--- src/inc/fsir_regs.svh ---
// Notes on behaviour
// RULE1: Fill count register shows FIFO byte count in bits 6..0, bit 7 zero.
// RULE2: Each FIFO write adds one to the count, each FIFO read subtracts one.
// RULE3: Status bit 7 shows the timer is running.
// RULE4: Status bit 6 is one when memory programming has finished.
// RULE5: Status bit 5 is one when the checksum calculation has finished.
// RULE6: Status bits 2..0 give valid bits of last received byte, zero means all.
// RULE7: Enable write sets marked bits when bit 7 is one, else clears them.
// RULE8: Enable bits 5..0 gate timer, transmit, receive, idle, high, low requests.
// RULE9: Request write sets marked flags when bit 7 is one, else clears them.
// RULE10: Timer request rises when the timer count reaches zero.
// RULE11: Transmit request rises when send, program or checksum data is finished.
// RULE12: Receive request rises when the receiver ends a reception.
// RULE13: Idle request rises on correct command end or unknown command start.
// RULE14: Host start of the idle command does not raise the idle request.
// RULE15: Alert requests latch on alert status and hold until cleared by write.
// RULE16: Pending summary bit is one when any enabled request is set.
// RULE17: High alert is true when free space is at most the threshold.
// RULE18: Low alert is true when fill count is at most the threshold.
// RULE19: Interrupt pin is high when any enabled request flag is set.
`ifndef FSIR_REGS_SVH
`define FSIR_REGS_SVH
`define FSIR_ADDR_FILL      6'h04
`define FSIR_ADDR_AUX       6'h05
`define FSIR_ADDR_IEN       6'h06
`define FSIR_ADDR_IRQ       6'h07
`define FSIR_RST_FILL       8'h00
`define FSIR_RST_AUX        8'h60
`define FSIR_RST_IEN        6'h00
`define FSIR_RST_IRQ        6'h00
`define FSIR_BIT_POLARITY   7
`define FSIR_BIT_TIMER_RUN  7
`define FSIR_BIT_NVM_DONE   6
`define FSIR_BIT_CRC_DONE   5
`define FSIR_FIFO_DEPTH     7'h40
`endif

--- src/inc/fsir_pkg.sv ---
`default_nettype none
package fsir_pkg;
  // Request flags, bit order as in the request and enable registers
  typedef struct packed {
    logic timer;
    logic transmit;
    logic receive;
    logic idle;
    logic high_alert;
    logic low_alert;
  } irq_vec_type;

  // Register access from the host interface
  typedef struct packed {
    logic       wr;
    logic       rd;
    logic [5:0] addr;
    logic [7:0] wdata;
  } reg_req_type;

  // Device status inputs from the engines
  typedef struct packed {
    logic       timer_active_flag;
    logic       nvm_write_done;
    logic       checksum_done;
    logic [2:0] last_byte_valid_bits;
  } aux_in_type;

  // Flag update kind on a masked write
  typedef enum logic [1:0] {
    UPD_NONE  = 2'b00,
    UPD_SET   = 2'b01,
    UPD_CLEAR = 2'b11
  } upd_type;
endpackage : fsir_pkg
`default_nettype wire

--- src/rtl/fsir_fill_counter.sv ---
`timescale 1ns/1ns
`default_nettype none
`include "fsir_regs.svh"
module fsir_fill_counter #(
  parameter int CW = 7
) (
  input  wire logic          ref_clk_i,
  input  wire logic          rst_n_i,
  input  wire logic          flush_i,
  input  wire logic          push_i,
  input  wire logic          pop_i,
  output logic [CW-1:0]      count_o
);
  if (CW < 7) begin : g_cw_check
    $error("fill counter too narrow");
  end

  logic [CW-1:0] count_d;
  logic [CW-1:0] count_q;

  always_comb begin
    count_d = count_q;
    if (flush_i) begin
      count_d = '0;
    end else if (push_i && !pop_i) begin
      count_d = count_q + CW'(1); // [RULE2]
    end else if (pop_i && !push_i) begin
      count_d = count_q - CW'(1); // [RULE2]
    end
  end

  always_ff @(posedge ref_clk_i) begin
    if (!rst_n_i) begin
      count_q <= '0;
    end else begin
      count_q <= count_d;
    end
  end

  assign count_o = count_q;

  a_count_push: assert property ( // [RULE2]
    @(posedge ref_clk_i) disable iff (!rst_n_i)
    (push_i && !pop_i && !flush_i) |=> count_q == $past(count_q) + CW'(1))
    else $error("fill count did not increment");
  a_count_pop: assert property ( // [RULE2]
    @(posedge ref_clk_i) disable iff (!rst_n_i)
    (pop_i && !push_i && !flush_i) |=> count_q == $past(count_q) - CW'(1))
    else $error("fill count did not decrement");
endmodule : fsir_fill_counter
`default_nettype wire

--- src/rtl/fsir_regs_top.sv ---
`timescale 1ns/1ns
`default_nettype none
`include "fsir_regs.svh"
module fsir_regs_top (
  input  wire logic                 ref_clk_i,
  input  wire logic                 rst_n_i,
  input  wire fsir_pkg::reg_req_type reg_req_i,
  output logic [7:0]                reg_rdata_o,
  input  wire logic                 fifo_push_i,
  input  wire logic                 fifo_pop_i,
  input  wire logic                 fifo_flush_i,
  input  wire logic [6:0]           fifo_threshold_i,
  input  wire fsir_pkg::aux_in_type aux_i,
  input  wire logic                 timer_zero_i,
  input  wire logic                 tx_done_i,
  input  wire logic                 rx_end_i,
  input  wire logic                 cmd_end_ok_i,
  input  wire logic                 cmd_unknown_i,
  input  wire logic                 host_idle_start_i,
  output logic                      fifo_near_full_o,
  output logic                      fifo_near_empty_o,
  output logic                      irq_pending_o,
  output logic                      irq_o
);
  import fsir_pkg::*;

  //////////////////////////////////////////////////////////////////////////
  // Constant sanity
  if (7 < $clog2(`FSIR_FIFO_DEPTH + 1)) begin : g_depth_check
    $error("fill count cannot reach the fifo depth");
  end

  //////////////////////////////////////////////////////////////////////////
  // Fill count
  logic [6:0] fill_count;

  fsir_fill_counter #(
    .CW(7)
  ) u_fill (
    .ref_clk_i (ref_clk_i),
    .rst_n_i   (rst_n_i),
    .flush_i   (fifo_flush_i),
    .push_i    (fifo_push_i),
    .pop_i     (fifo_pop_i),
    .count_o   (fill_count)
  );

  //////////////////////////////////////////////////////////////////////////
  // Alert levels
  logic       near_full;
  logic       near_empty;
  logic [6:0] free_space;

  always_comb begin
    free_space = `FSIR_FIFO_DEPTH - fill_count;
    near_full  = free_space <= fifo_threshold_i; // [RULE17]
    near_empty = fill_count <= fifo_threshold_i; // [RULE18]
  end

  //////////////////////////////////////////////////////////////////////////
  // Masked write helper
  function automatic irq_vec_type apply_write(irq_vec_type cur,
                                              logic [7:0] wd);
    irq_vec_type marked;
    marked = irq_vec_type'(wd[5:0]);
    if (wd[`FSIR_BIT_POLARITY]) begin
      apply_write = cur | marked;
    end else begin
      apply_write = cur & ~marked;
    end
  endfunction : apply_write

  // Any request that is both set and enabled
  function automatic logic any_enabled(irq_vec_type flags,
                                       irq_vec_type mask);
    any_enabled = |(flags & mask);
  endfunction : any_enabled

  //////////////////////////////////////////////////////////////////////////
  // Enable mask and request flags
  irq_vec_type ien_d;
  irq_vec_type ien_q;
  irq_vec_type irq_d;
  irq_vec_type irq_q;
  irq_vec_type events;
  logic        ien_wr;
  logic        irq_wr;

  always_comb begin
    ien_wr = reg_req_i.wr && reg_req_i.addr == `FSIR_ADDR_IEN;
    irq_wr = reg_req_i.wr && reg_req_i.addr == `FSIR_ADDR_IRQ;
    events.timer      = timer_zero_i; // [RULE10]
    events.transmit   = tx_done_i; // [RULE11]
    events.receive    = rx_end_i; // [RULE12]
    events.idle       = (cmd_end_ok_i && !host_idle_start_i)
                        || cmd_unknown_i; // [RULE13] [RULE14]
    events.high_alert = near_full; // [RULE15]
    events.low_alert  = near_empty; // [RULE15]
    ien_d = ien_q;
    if (ien_wr) begin
      ien_d = apply_write(ien_q, reg_req_i.wdata); // [RULE7]
    end
    irq_d = irq_q;
    if (irq_wr) begin
      irq_d = apply_write(irq_q, reg_req_i.wdata); // [RULE9]
    end
    irq_d = irq_d | events; // [RULE15]
  end

  //////////////////////////////////////////////////////////////////////////
  // Outputs and read data
  logic [7:0] rdata_d;
  logic [7:0] rdata_q;
  logic       pend_d;
  logic       pend_q;
  logic       nf_q;
  logic       ne_q;

  always_comb begin
    pend_d = any_enabled(irq_d, ien_d); // [RULE16] [RULE8]
    rdata_d = rdata_q;
    if (reg_req_i.rd) begin
      unique case (reg_req_i.addr)
        `FSIR_ADDR_FILL: rdata_d = {1'b0, fill_count}; // [RULE1]
        `FSIR_ADDR_AUX:  rdata_d = {aux_i.timer_active_flag, // [RULE3]
                                    aux_i.nvm_write_done, // [RULE4]
                                    aux_i.checksum_done, // [RULE5]
                                    2'b00,
                                    aux_i.last_byte_valid_bits}; // [RULE6]
        `FSIR_ADDR_IEN:  rdata_d = {2'b00, ien_q};
        `FSIR_ADDR_IRQ:  rdata_d = {2'b00, irq_q};
        default:         rdata_d = 8'h00;
      endcase
    end
  end

  always_ff @(posedge ref_clk_i) begin
    if (!rst_n_i) begin
      ien_q   <= irq_vec_type'(`FSIR_RST_IEN);
      irq_q   <= irq_vec_type'(`FSIR_RST_IRQ);
      rdata_q <= 8'h00;
      pend_q  <= 1'b0;
      nf_q    <= 1'b0;
      ne_q    <= 1'b0;
    end else begin
      ien_q   <= ien_d;
      irq_q   <= irq_d;
      rdata_q <= rdata_d;
      pend_q  <= pend_d;
      nf_q    <= near_full;
      ne_q    <= near_empty;
    end
  end

  assign reg_rdata_o       = rdata_q;
  assign irq_pending_o     = pend_q;
  assign irq_o             = pend_q; // [RULE19]
  assign fifo_near_full_o  = nf_q;
  assign fifo_near_empty_o = ne_q;

  //////////////////////////////////////////////////////////////////////////
  // Checks
  a_ien_set: assert property ( // [RULE7]
    @(posedge ref_clk_i) disable iff (!rst_n_i)
    ien_wr && reg_req_i.wdata[7]
    |=> (ien_q & $past(reg_req_i.wdata[5:0])) == $past(reg_req_i.wdata[5:0]))
    else $error("enable set failed");

  a_ien_clear: assert property ( // [RULE7]
    @(posedge ref_clk_i) disable iff (!rst_n_i)
    ien_wr && !reg_req_i.wdata[7]
    |=> (ien_q & $past(reg_req_i.wdata[5:0])) == 6'h00)
    else $error("enable clear failed");

  a_ien_keep: assert property ( // [RULE7]
    @(posedge ref_clk_i) disable iff (!rst_n_i)
    ien_wr
    |=> (ien_q & ~$past(reg_req_i.wdata[5:0]))
        == ($past(ien_q) & ~$past(reg_req_i.wdata[5:0])))
    else $error("unmarked enable bit changed");

  a_ien_hold: assert property ( // [RULE7]
    @(posedge ref_clk_i) disable iff (!rst_n_i)
    !ien_wr
    |=> ien_q == $past(ien_q))
    else $error("enable changed without write");

  a_irq_set: assert property ( // [RULE9]
    @(posedge ref_clk_i) disable iff (!rst_n_i)
    irq_wr && reg_req_i.wdata[7]
    |=> (irq_q & $past(reg_req_i.wdata[5:0])) == $past(reg_req_i.wdata[5:0]))
    else $error("request set failed");

  a_irq_clear: assert property ( // [RULE9]
    @(posedge ref_clk_i) disable iff (!rst_n_i)
    irq_wr && !reg_req_i.wdata[7] && events == '0
    |=> (irq_q & $past(reg_req_i.wdata[5:0])) == 6'h00)
    else $error("request clear failed");

  a_flag_rise: assert property ( // [RULE9]
    @(posedge ref_clk_i) disable iff (!rst_n_i)
    !irq_wr && events == '0
    |=> (irq_q & ~$past(irq_q)) == 6'h00)
    else $error("request rose without cause");

  a_flag_hold: assert property ( // [RULE15]
    @(posedge ref_clk_i) disable iff (!rst_n_i)
    !irq_wr
    |=> ($past(irq_q) & ~irq_q) == 6'h00)
    else $error("request dropped without write");

  a_timer_req: assert property ( // [RULE10]
    @(posedge ref_clk_i) disable iff (!rst_n_i)
    timer_zero_i
    |=> irq_q.timer)
    else $error("timer request missing");

  a_tx_req: assert property ( // [RULE11]
    @(posedge ref_clk_i) disable iff (!rst_n_i)
    tx_done_i
    |=> irq_q.transmit)
    else $error("transmit request missing");

  a_rx_req: assert property ( // [RULE12]
    @(posedge ref_clk_i) disable iff (!rst_n_i)
    rx_end_i
    |=> irq_q.receive)
    else $error("receive request missing");

  a_idle_req: assert property ( // [RULE13]
    @(posedge ref_clk_i) disable iff (!rst_n_i)
    cmd_unknown_i
    |=> irq_q.idle)
    else $error("idle request missing");

  a_idle_end: assert property ( // [RULE13]
    @(posedge ref_clk_i) disable iff (!rst_n_i)
    cmd_end_ok_i && !host_idle_start_i
    |=> irq_q.idle)
    else $error("idle request missing at command end");

  a_idle_host: assert property ( // [RULE14]
    @(posedge ref_clk_i) disable iff (!rst_n_i)
    !irq_q.idle && host_idle_start_i && !cmd_unknown_i && !irq_wr
    |=> !irq_q.idle)
    else $error("host idle start raised request");

  a_alert_latch: assert property ( // [RULE15]
    @(posedge ref_clk_i) disable iff (!rst_n_i)
    near_empty
    |=> irq_q.low_alert)
    else $error("low alert not latched");

  a_high_latch: assert property ( // [RULE15]
    @(posedge ref_clk_i) disable iff (!rst_n_i)
    near_full
    |=> irq_q.high_alert)
    else $error("high alert not latched");

  a_pend_flags: assert property ( // [RULE16]
    @(posedge ref_clk_i) disable iff (!rst_n_i)
    1'b1
    |-> irq_pending_o == any_enabled(irq_q, ien_q))
    else $error("pending bit disagrees with flags");

  a_pin_follow: assert property ( // [RULE19]
    @(posedge ref_clk_i) disable iff (!rst_n_i)
    1'b1
    |-> irq_o == any_enabled(irq_q, ien_q))
    else $error("pin disagrees with flags");

  a_high_alert: assert property ( // [RULE17]
    @(posedge ref_clk_i) disable iff (!rst_n_i)
    fill_count >= 7'h3C && fifo_threshold_i == 7'h04
    |=> fifo_near_full_o)
    else $error("high alert wrong");

  a_high_level: assert property ( // [RULE17]
    @(posedge ref_clk_i) disable iff (!rst_n_i)
    1'b1
    |=> fifo_near_full_o
        == (`FSIR_FIFO_DEPTH - $past(fill_count) <= $past(fifo_threshold_i)))
    else $error("high alert level wrong");

  a_low_level: assert property ( // [RULE18]
    @(posedge ref_clk_i) disable iff (!rst_n_i)
    1'b1
    |=> fifo_near_empty_o
        == ($past(fill_count) <= $past(fifo_threshold_i)))
    else $error("low alert level wrong");

  a_read_fill: assert property ( // [RULE1]
    @(posedge ref_clk_i) disable iff (!rst_n_i)
    reg_req_i.rd && reg_req_i.addr == `FSIR_ADDR_FILL
    |=> reg_rdata_o == {1'b0, $past(fill_count)})
    else $error("fill count read wrong");

  a_read_aux: assert property ( // [RULE3] [RULE4] [RULE5] [RULE6]
    @(posedge ref_clk_i) disable iff (!rst_n_i)
    reg_req_i.rd && reg_req_i.addr == `FSIR_ADDR_AUX
    |=> {reg_rdata_o[7:5], reg_rdata_o[2:0]} == $past(aux_i)
        && reg_rdata_o[4:3] == 2'b00)
    else $error("status read wrong");
endmodule : fsir_regs_top
`default_nettype wire

--- config.mk ---
export PLATFORM = sky130hd
export DESIGN_NAME = fsir_regs_top
export DESIGN_NICKNAME = d
export VERILOG_FILES = /design/src/inc/fsir_pkg.sv /design/src/rtl/fsir_fill_counter.sv /design/src/rtl/fsir_regs_top.sv
export VERILOG_INCLUDE_DIRS = /design/src /design/src/inc
export SDC_FILE = /design/constraint.sdc
export NUM_CORES = 1
export LEC_CHECK = 0
export BUFFER_PORTS_ARGS = -buffer_cell sky130_fd_sc_hd__buf_2
export CAP_MARGIN = 20
export CELL_PAD_IN_SITES_DETAIL_PLACEMENT = 1
export CELL_PAD_IN_SITES_GLOBAL_PLACEMENT = 2
export CORE_AREA = 8 8 111 72
export DETAILED_ROUTE_END_ITERATION = 8
export DIE_AREA = 0 0 119 80
export HOLD_SLACK_MARGIN = 0.08
export PLACE_DENSITY = 0.91
export SLEW_MARGIN = 25
export SYNTH_ARGS = -nofsm -noshare
export SYNTH_HDL_FRONTEND = slang
export SYNTH_SLANG_ARGS = --single-unit
--- constraint.sdc ---
create_clock -name ref_clk_i -period 7.1 [get_ports ref_clk_i]
set_input_delay 1.42 -clock ref_clk_i [delete_from_list [all_inputs] [get_ports ref_clk_i]]
set_output_delay 1.42 -clock ref_clk_i [all_outputs]
set_load 0.02 [all_outputs]
==> results of run 1 <==
stage by stage:
stage                     cell area (um^2)  total power, W
final                                 2450        0.000454
after global routing                  2450        0.000486
after CTS                             2450        0.000459
after detailed placement              2350        0.000314
after global placement                2350        0.000309
after floorplan                       2040        0.000276
registers in the layout (all words and copies together), names as in the netlist:
name               count
fifo_near_empty_o      1
fifo_near_full_o       1
ien_q                  6
irq_o                  1
irq_q                  6
reg_rdata_o            8
u_fill.count_o         7
power breakdown:
group	switching [W]	internal, W
Sequential	0.0000104	0.000177
Combinational	0.0000656	0.0000556
Clock	0.0000674	0.0000781
tightest hold or removal path: stages, from the launching register on:
cell and delay [ns]:
dfxtp_1 0.31, nand2_1 0.06, a21boi_0 0.06
path summary, 6_finish.rpt:
kind / endpoint / slack [ns] / cells past startpoint
setup / recovery: irq_o / 3.59 / 7
hold / removal: reg_rdata_o[7] / 0.48 / 2
setup reg to reg: irq_o / 4.57 / 12
hold reg to reg: reg_rdata_o[7] / 0.48 / 2
area by class of cell:
type | count | share of cell area [%]
clock buffers | 7 | 3.53
clock inverters | 1 | 0.205
inverters | 15 | 2.30
multi-input cells | 178 | 54.7
flip-flops and latches | 30 | 24.6
well taps | 87 | 4.45
repair buffers | 50 | 10.2
kinds of logic (layout without fill, tap and decap cells):
| family | after synthesis | in the layout | share of synthesized area [%] |
|---|---|---|---|
| compound gates | 44 | 44 | 14.8 |
| simple gates | 85 | 85 | 21.9 |
| fa+ha+maj | 21 | 21 | 13.3 |
| xor+xnor | 10 | 10 | 4.30 |
| mux | 18 | 18 | 11.4 |
| flops | 30 | 30 | 29.5 |
| buf+inv | 25 | 73 | 4.85 |
layer usage:
layer	routed length (um)	share of wire, %	GRT usage [%]	up-vias
li1	-	-	-	931
met1	2960	51	16.9	864
met2	2540	44	19.1	38
met3	292	5.0	4.10	5
met4	39	0.67	3.14	0
met5	0	0	0	-
synthesized netlist by cell type, types with 2 or more instances:
master	instances
a211oi_1	3
a21boi_0	2
a21o_1	2
a21oi_1	11
a22o_1	2
a22oi_1	6
a31oi_1	2
and2_1	4
clkbuf_1	8
dfxtp_1	30
ha_1	20
inv_1	14
mux2_2	2
mux2i_1	12
mux4_2	4
nand2_1	19
nand2b_1	2
nand3_1	8
nand3b_1	2
nand4_1	4
nor2_1	7
nor2b_1	15
nor3_1	17
nor4_1	2
o21ai_0	6
o21bai_1	2
o22a_1	2
o31a_1	2
xnor2_1	5
xor2_1	5
==> run_results.csv, run 1 <==
group,metric,value,unit
clock_network,postCtsResizedCells,0,
place,gp_congestion,0.737,
layout,final_cells,368,
sta,fin_crit_sh,49.4,%
sta,hold_slack,0.480,ns
die,coreArea,6420,um^2
sta,maxSlewHeadroom,65.0,%
global_routing,antenna_found_initial,0,
routing,vias,1838,
sta,clock_skew,0.00685,ns
status,status,"completed",
synth,yosysUniqueCellTypes,43,
sta,final.setup.tns,0,ns
synth,synth_top_area_share,29.5,%
layout,final_common_cell,"buf_2",
global_routing,grt_pass1_vias,1903,
clock_network,cts_tree,"yes",
global_routing,grt_remaining_overflow,0,
critical_path,critPathArrivalTime,3.66,ns
sta,setup_viol,0,
critical_path,crit_type,"input port to register",
clock_network,cts_setup_buffers,0,
synth,syn_area,2040,um^2
routing,wl_per_cell,15.8,um
layout,antennaDiodeCount,0,
critical_path,slowest_stage,"or4b_1",
clock_network,insertion_delay,0.29,ns
synth,synth_fp_nets,294,
layout,seq_area,601,um^2
die,placementRows,23,
layout,fin_nets,341,
clock_network,cts-htree-levels,2,
clock_network,clk_pin_slew,0.07,ns
die,initial_core_util,31.8,%
layout,fin_util,38.1,%
sta,period_needed,3.51,ns
die,ios,52,
layout,n_fill_cell,801,
synth,async_flop_share,0,%
layout,final_cell_mix,"buf_2 (50), dfxtp_1 (30), ha_1 (20)",
place,portBuffers,50,
critical_path,start_kind,"input port",
power,power_density,186,nW/um^2
routing,ant_nets,0,
sta,slew_viol_final,0,
synth,ys_seq_area_share,29.5,%
worst_hold_path,hold_path_class,"register to register",
sta,rsz0062_at_grt,"false",
routing,viasPerCell,4.99,
routing,first_iter_violations,69,
clock_network,clockRootBuffer,"clkbuf_8",
synth,netlist_top_cells_area,"dfxtp_1 (29%), ha_1 (12%), mux2i_1 (5.9%), nor2b_1 (4.6%), mux4_2 (4.4%)",
global_routing,grt_pass1_wl,9590,um
critical_path,end_kind,"register",
die,die_h,80,um
die,die_w,119,um
critical_path,crit_required,7.26,ns
clock_network,ctsHoldBuffers,0,
synth,yosys_warnings,0,
sta,fin_ws,3.59,ns
synth,yosysTopAreaCell,"dfxtp_1",
layout,drive_above_1_share,23.1,%
synth,synth_ff_type,"dfxtp_1",
place,place_inst,360,
layout,areaGrowthSynthToFinish,20.0,%
sta,max_freq,285,MHz
critical_path,cpPeakStageDelay,0.79,ns
synth,synthCells,233,
critical_path,crit_buf_inv,1,
place,dp_hpwl,4750,um
synth,syn_area_per_cell,8.75,um^2
critical_path,crit_start,"reg_req_i[13]",
global_routing,grt_max_degree,25,
global_routing,globalRouteTotalUtil,12.6,%
critical_path,path_delay_family,"simple AND/OR/NAND/NOR gates",
critical_path,crit_chain,"buf_2, or4b_1, nor3_1, mux2_2, o21ba_2, o41ai_1, nand2_1",
clock_network,clock_path_buffers,2,
routing,finalWirelength,5830,um
sta,worstMarginPinSlew,0.525,ns
layout,multi_input_area,1340,um^2
worst_hold_path,holdCritStartpoint,"reg_rdata_o[7]",
power,leakage,1.07,nW
critical_path,reg2reg_from,"u_fill.count_o[0]",
routing,drtPass1Iterations,4,
synth,synth-edff-count,0,
routing,route.detailed.drc,0,
power,vdd_drop_max,0.0000589,V
job,cap_viol_max_count,0,
place,dp_slack,3.29,ns
critical_path,path_max_fanout,16,
synth,synth-seq-cells,30,
clock_network,clock_sinks,30,
sta,report.final.hold_viol_count,0,
clock_network,numCtsBuffers,5,
die,dieArea,9520,um^2
(Power assumes the default switching activity.)
==> run 2: changes to the inputs <==
- ABC_AREA: not set -> 1
- CORE_AREA: 8 8 111 72 -> 8 8 123 79
- DIE_AREA: 0 0 119 80 -> 0 0 131 87
- PLACE_DENSITY: 0.91 -> 0.87
- clock period: 7.1 -> 3.33 ns (I/O delays scaled with it)
==> run 2 against run 1 <==
Clock skew shrank 0.0015 ns. Design area up 13%. Final cell count rose by 36%. Worst hold slack about the same. Routed wire length up 23%. First-iteration DRC count is 5.8% higher. Largest cell class unchanged. Flip-flop and latch count unchanged. Register-to-register slack got worse by 3.9 ns. Power grew to 2.6 times the previous value. Sequential power grew 110%. Combinational power is 120% higher. Utilization shrank 3.9 points.
==> run_results.csv, run 2 <==
group,metric,value,unit
status,status,"completed",
synth,synth_top_family_by_area,"simple AND/OR/NAND/NOR gates",
sta,final.setup.tns,0,ns
global_routing,antenna_found_initial,0,
clock_network,clock_sinks,30,
synth,synth_xor_area_share,3.92,%
critical_path,crit_type,"register to register",
clock_network,clk_pin_slew,0.05,ns
critical_path,path_max_fanout,6,
die,dieArea,11400,um^2
sta,report.final.hold_viol_count,0,
layout,fin_nets,449,
clock_network,clockRootBuffer,"clkbuf_16",
synth,yosysTopAreaCell,"dfxtp_1",
sta,setup_viol,0,
routing,vias,2277,
clock_network,insertion_delay,0.28,ns
power,power_density,429,nW/um^2
die,placementRows,26,
synth,synth_compound_area_share,14.4,%
job,cap_viol_max_count,0,
global_routing,grt_remaining_overflow,0,
routing,wl_per_cell,14.3,um
synth,yosys.area_share.adder,12.1,%
synth,yosys.cell_count.top_type,"nand2_1",
place,gp_congestion,0.820,
power,finalPower,0.00119,W
die,coreArea,8100,um^2
layout,areaGrowthSynthToFinish,24.3,%
synth,synth-simple-area-share,31.1,%
layout,fin_area,2780,um^2
synth,synth_fp_nets,395,
synth,yosys_warnings,0,
clock_network,cts_tree,"yes",
die,ios,52,
synth,synthMuxAreaShare,0,%
worst_hold_path,hold_path_class,"register to register",
power,vdd_drop_max,0.000161,V
clock_network,numCtsBuffers,5,
critical_path,reg2reg_from,"u_fill.count_o[0]",
routing,wl_met2,2980,um
critical_path,path_delay_family,"simple AND/OR/NAND/NOR gates",
sta,slew_viol_final,0,
critical_path,slowest_stage,"dfxtp_1",
synth,synth_top_area_share,26.9,%
place,place_inst,493,
sta,fin_crit_sh,78.9,%
critical_path,crit_buf_inv,1,
critical_path,critPathArrivalTime,2.79,ns
sta,clock_skew,0.00538,ns
critical_path,cpPeakStageDelay,0.48,ns
layout,drive_above_1_share,20.3,%
sta,maxSlewHeadroom,75.6,%
global_routing,grt_pass1_vias,2394,
synth,syn_area,2230,um^2
worst_hold_path,holdPathEnd,"reg_rdata_o[6]",
synth,ys_seq_area_share,26.9,%
die,initial_core_util,27.6,%
critical_path,crit_chain,"inv_1, ha_1, nand2_1, nor3_1, xor2_1, ha_1, nand2_1, nor2_1, nand2_1, a21oi_1, nand2_1, nand2_1, nand2_1, nor2_2, a21oi_2",
critical_path,crit_required,3.49,ns
sta,period_needed,2.63,ns
sta,worstMarginPinSlew,0.366,ns
layout,antennaDiodeCount,0,
routing,highest_layer,"met4",
critical_path,reg2reg_slack,0.70,ns
clock_network,ctsHoldBuffers,0,
routing,route.detailed.drc,0,
clock_network,postCtsResizedCells,0,
routing,first_iter_violations,73,
layout,final_cells,501,
synth,synth-edff-count,0,
sta,max_freq,381,MHz
synth,synthCells,334,
critical_path,cpMostUsedCell,"nand2_1",
layout,final_common_cell,"nand2_1",
synth,async_flop_share,0,%
critical_path,end_kind,"register",
routing,wl_met3,374,um
layout,final_cell_mix,"nand2_1 (92), inv_1 (55), buf_2 (50)",
die,die_w,131,um
clock_network,cts-htree-levels,2,
global_routing,grt_max_degree,20,
place,dp_hpwl,6020,um
worst_hold_path,holdCritStartpoint,"reg_rdata_o[6]",
critical_path,start_kind,"register",
synth,syn_area_per_cell,6.68,um^2
synth,netlist_top_cells_area,"dfxtp_1 (27%), nand2_1 (15%), ha_1 (11%), inv_1 (9.2%), a21oi_1 (6.7%)",
routing,drtPass1Iterations,4,
die,die_h,87,um
clock_network,cts_setup_buffers,0,
routing,ant_nets,0,
sta,rsz0062_at_grt,"false",
critical_path,rr_worst_depth,15,
synth,yosysUniqueCellTypes,34,
synth,synthTopCellsByCount,"nand2_1 (92), inv_1 (55), a21oi_1 (30), dfxtp_1 (30)",
synth,synth-seq-cells,30,
global_routing,globalRouteTotalUtil,13.2,%
global_routing,grt_pass1_wl,11800,um
routing,finalWirelength,7190,um
worst_hold_path,min_path_cells,2,
sta,hold_slack,0.480,ns
routing,viasPerCell,4.54,
synth,synth_ff_type,"dfxtp_1",
critical_path,r2r-end,"irq_o",
clock_network,clock_path_buffers,2,
layout,largest_reg_flops,8,
place,placed_area,2610,um^2
power,leakage,1.41,nW
routing,wl_met1,3780,um
place,portBuffers,50,
-- run 2: cell types whose count changed in the layout (fill, tap and decap cells not counted), moves of 9 or more --
cell and change:
nand2_1 +73, inv_1 +41, a21oi_1 +19, nor2b_1 -15, o21ai_0 +14, mux2i_1 -12
nor3_1 -11, nor2_1 +9
-- run 2: area by class of cell --
class                           instances  area (um^2)
Timing Repair Buffer                   51          258
Multi-Input combinational cell        240         1370
Inverter                               60          238
Tap cell                              112          140
Clock buffer                            5          125
Fill cell                            1047         5330
Sequential cell                        30          601
Clock inverter                          3         40.0
-- run 2: logic make-up (layout without fill, tap and decap cells) --
group,Yosys count,count (layout)
AO/OA/AOI/OAI,60,60
XOR/XNOR,10,10
adder cells (fa/ha/maj),21,21
buffers and inverters,64,119
flip-flops,30,30
AND/OR/NAND/NOR,149,149
-- run 2: per-stage QoR --
step	utilization (%)	worst slack (ns)
6_report	34.3	0.703
3_3_place_gp	32.2	0.828
5_1_grt	34.3	0.490
4_1_cts	34.3	0.688
2_1_floorplan	-	1.23
3_5_place_dp	32.2	0.688
-- run 2: worst max-delay path by stage --
stage	slack, ns	depth (start not counted)	from	end
4_1_cts	0.69	15	u_fill.count_o[0]	irq_o
6_report	0.70	15	u_fill.count_o[0]	irq_o
5_1_grt	0.49	15	u_fill.count_o[0]	irq_o
3_5_place_dp	0.69	15	u_fill.count_o[0]	irq_o
3_3_place_gp	0.83	15	u_fill.count_o[0]	irq_o
2_1_floorplan	1.23	15	u_fill.count_o[0]	irq_o
-- run 2: power breakdown --
group / switching (W) / leakage (nW) / total [W] / internal, W
registers: 0.0000210 / 0.246 / 0.000399 / 0.000378
clock network: 0.000171 / 0.0836 / 0.000521 / 0.000350
logic: 0.000166 / 1.08 / 0.000271 / 0.000105
total: 0.000358 / 1.41 / 0.00119 / 0.000833
-- run 2: worst min-delay path, stage by stage, from the launching register on --
cell	delay [ns]
dfxtp_1	0.31
nand2_1	0.06
a21oi_1	0.06
-- run 2: layer usage --
metal	up-vias	global-route usage (%)
li1	1180	-
met1	1047	18.1
met2	44	20.1
met3	6	3.55
met4	0	3.11
met5	-	0
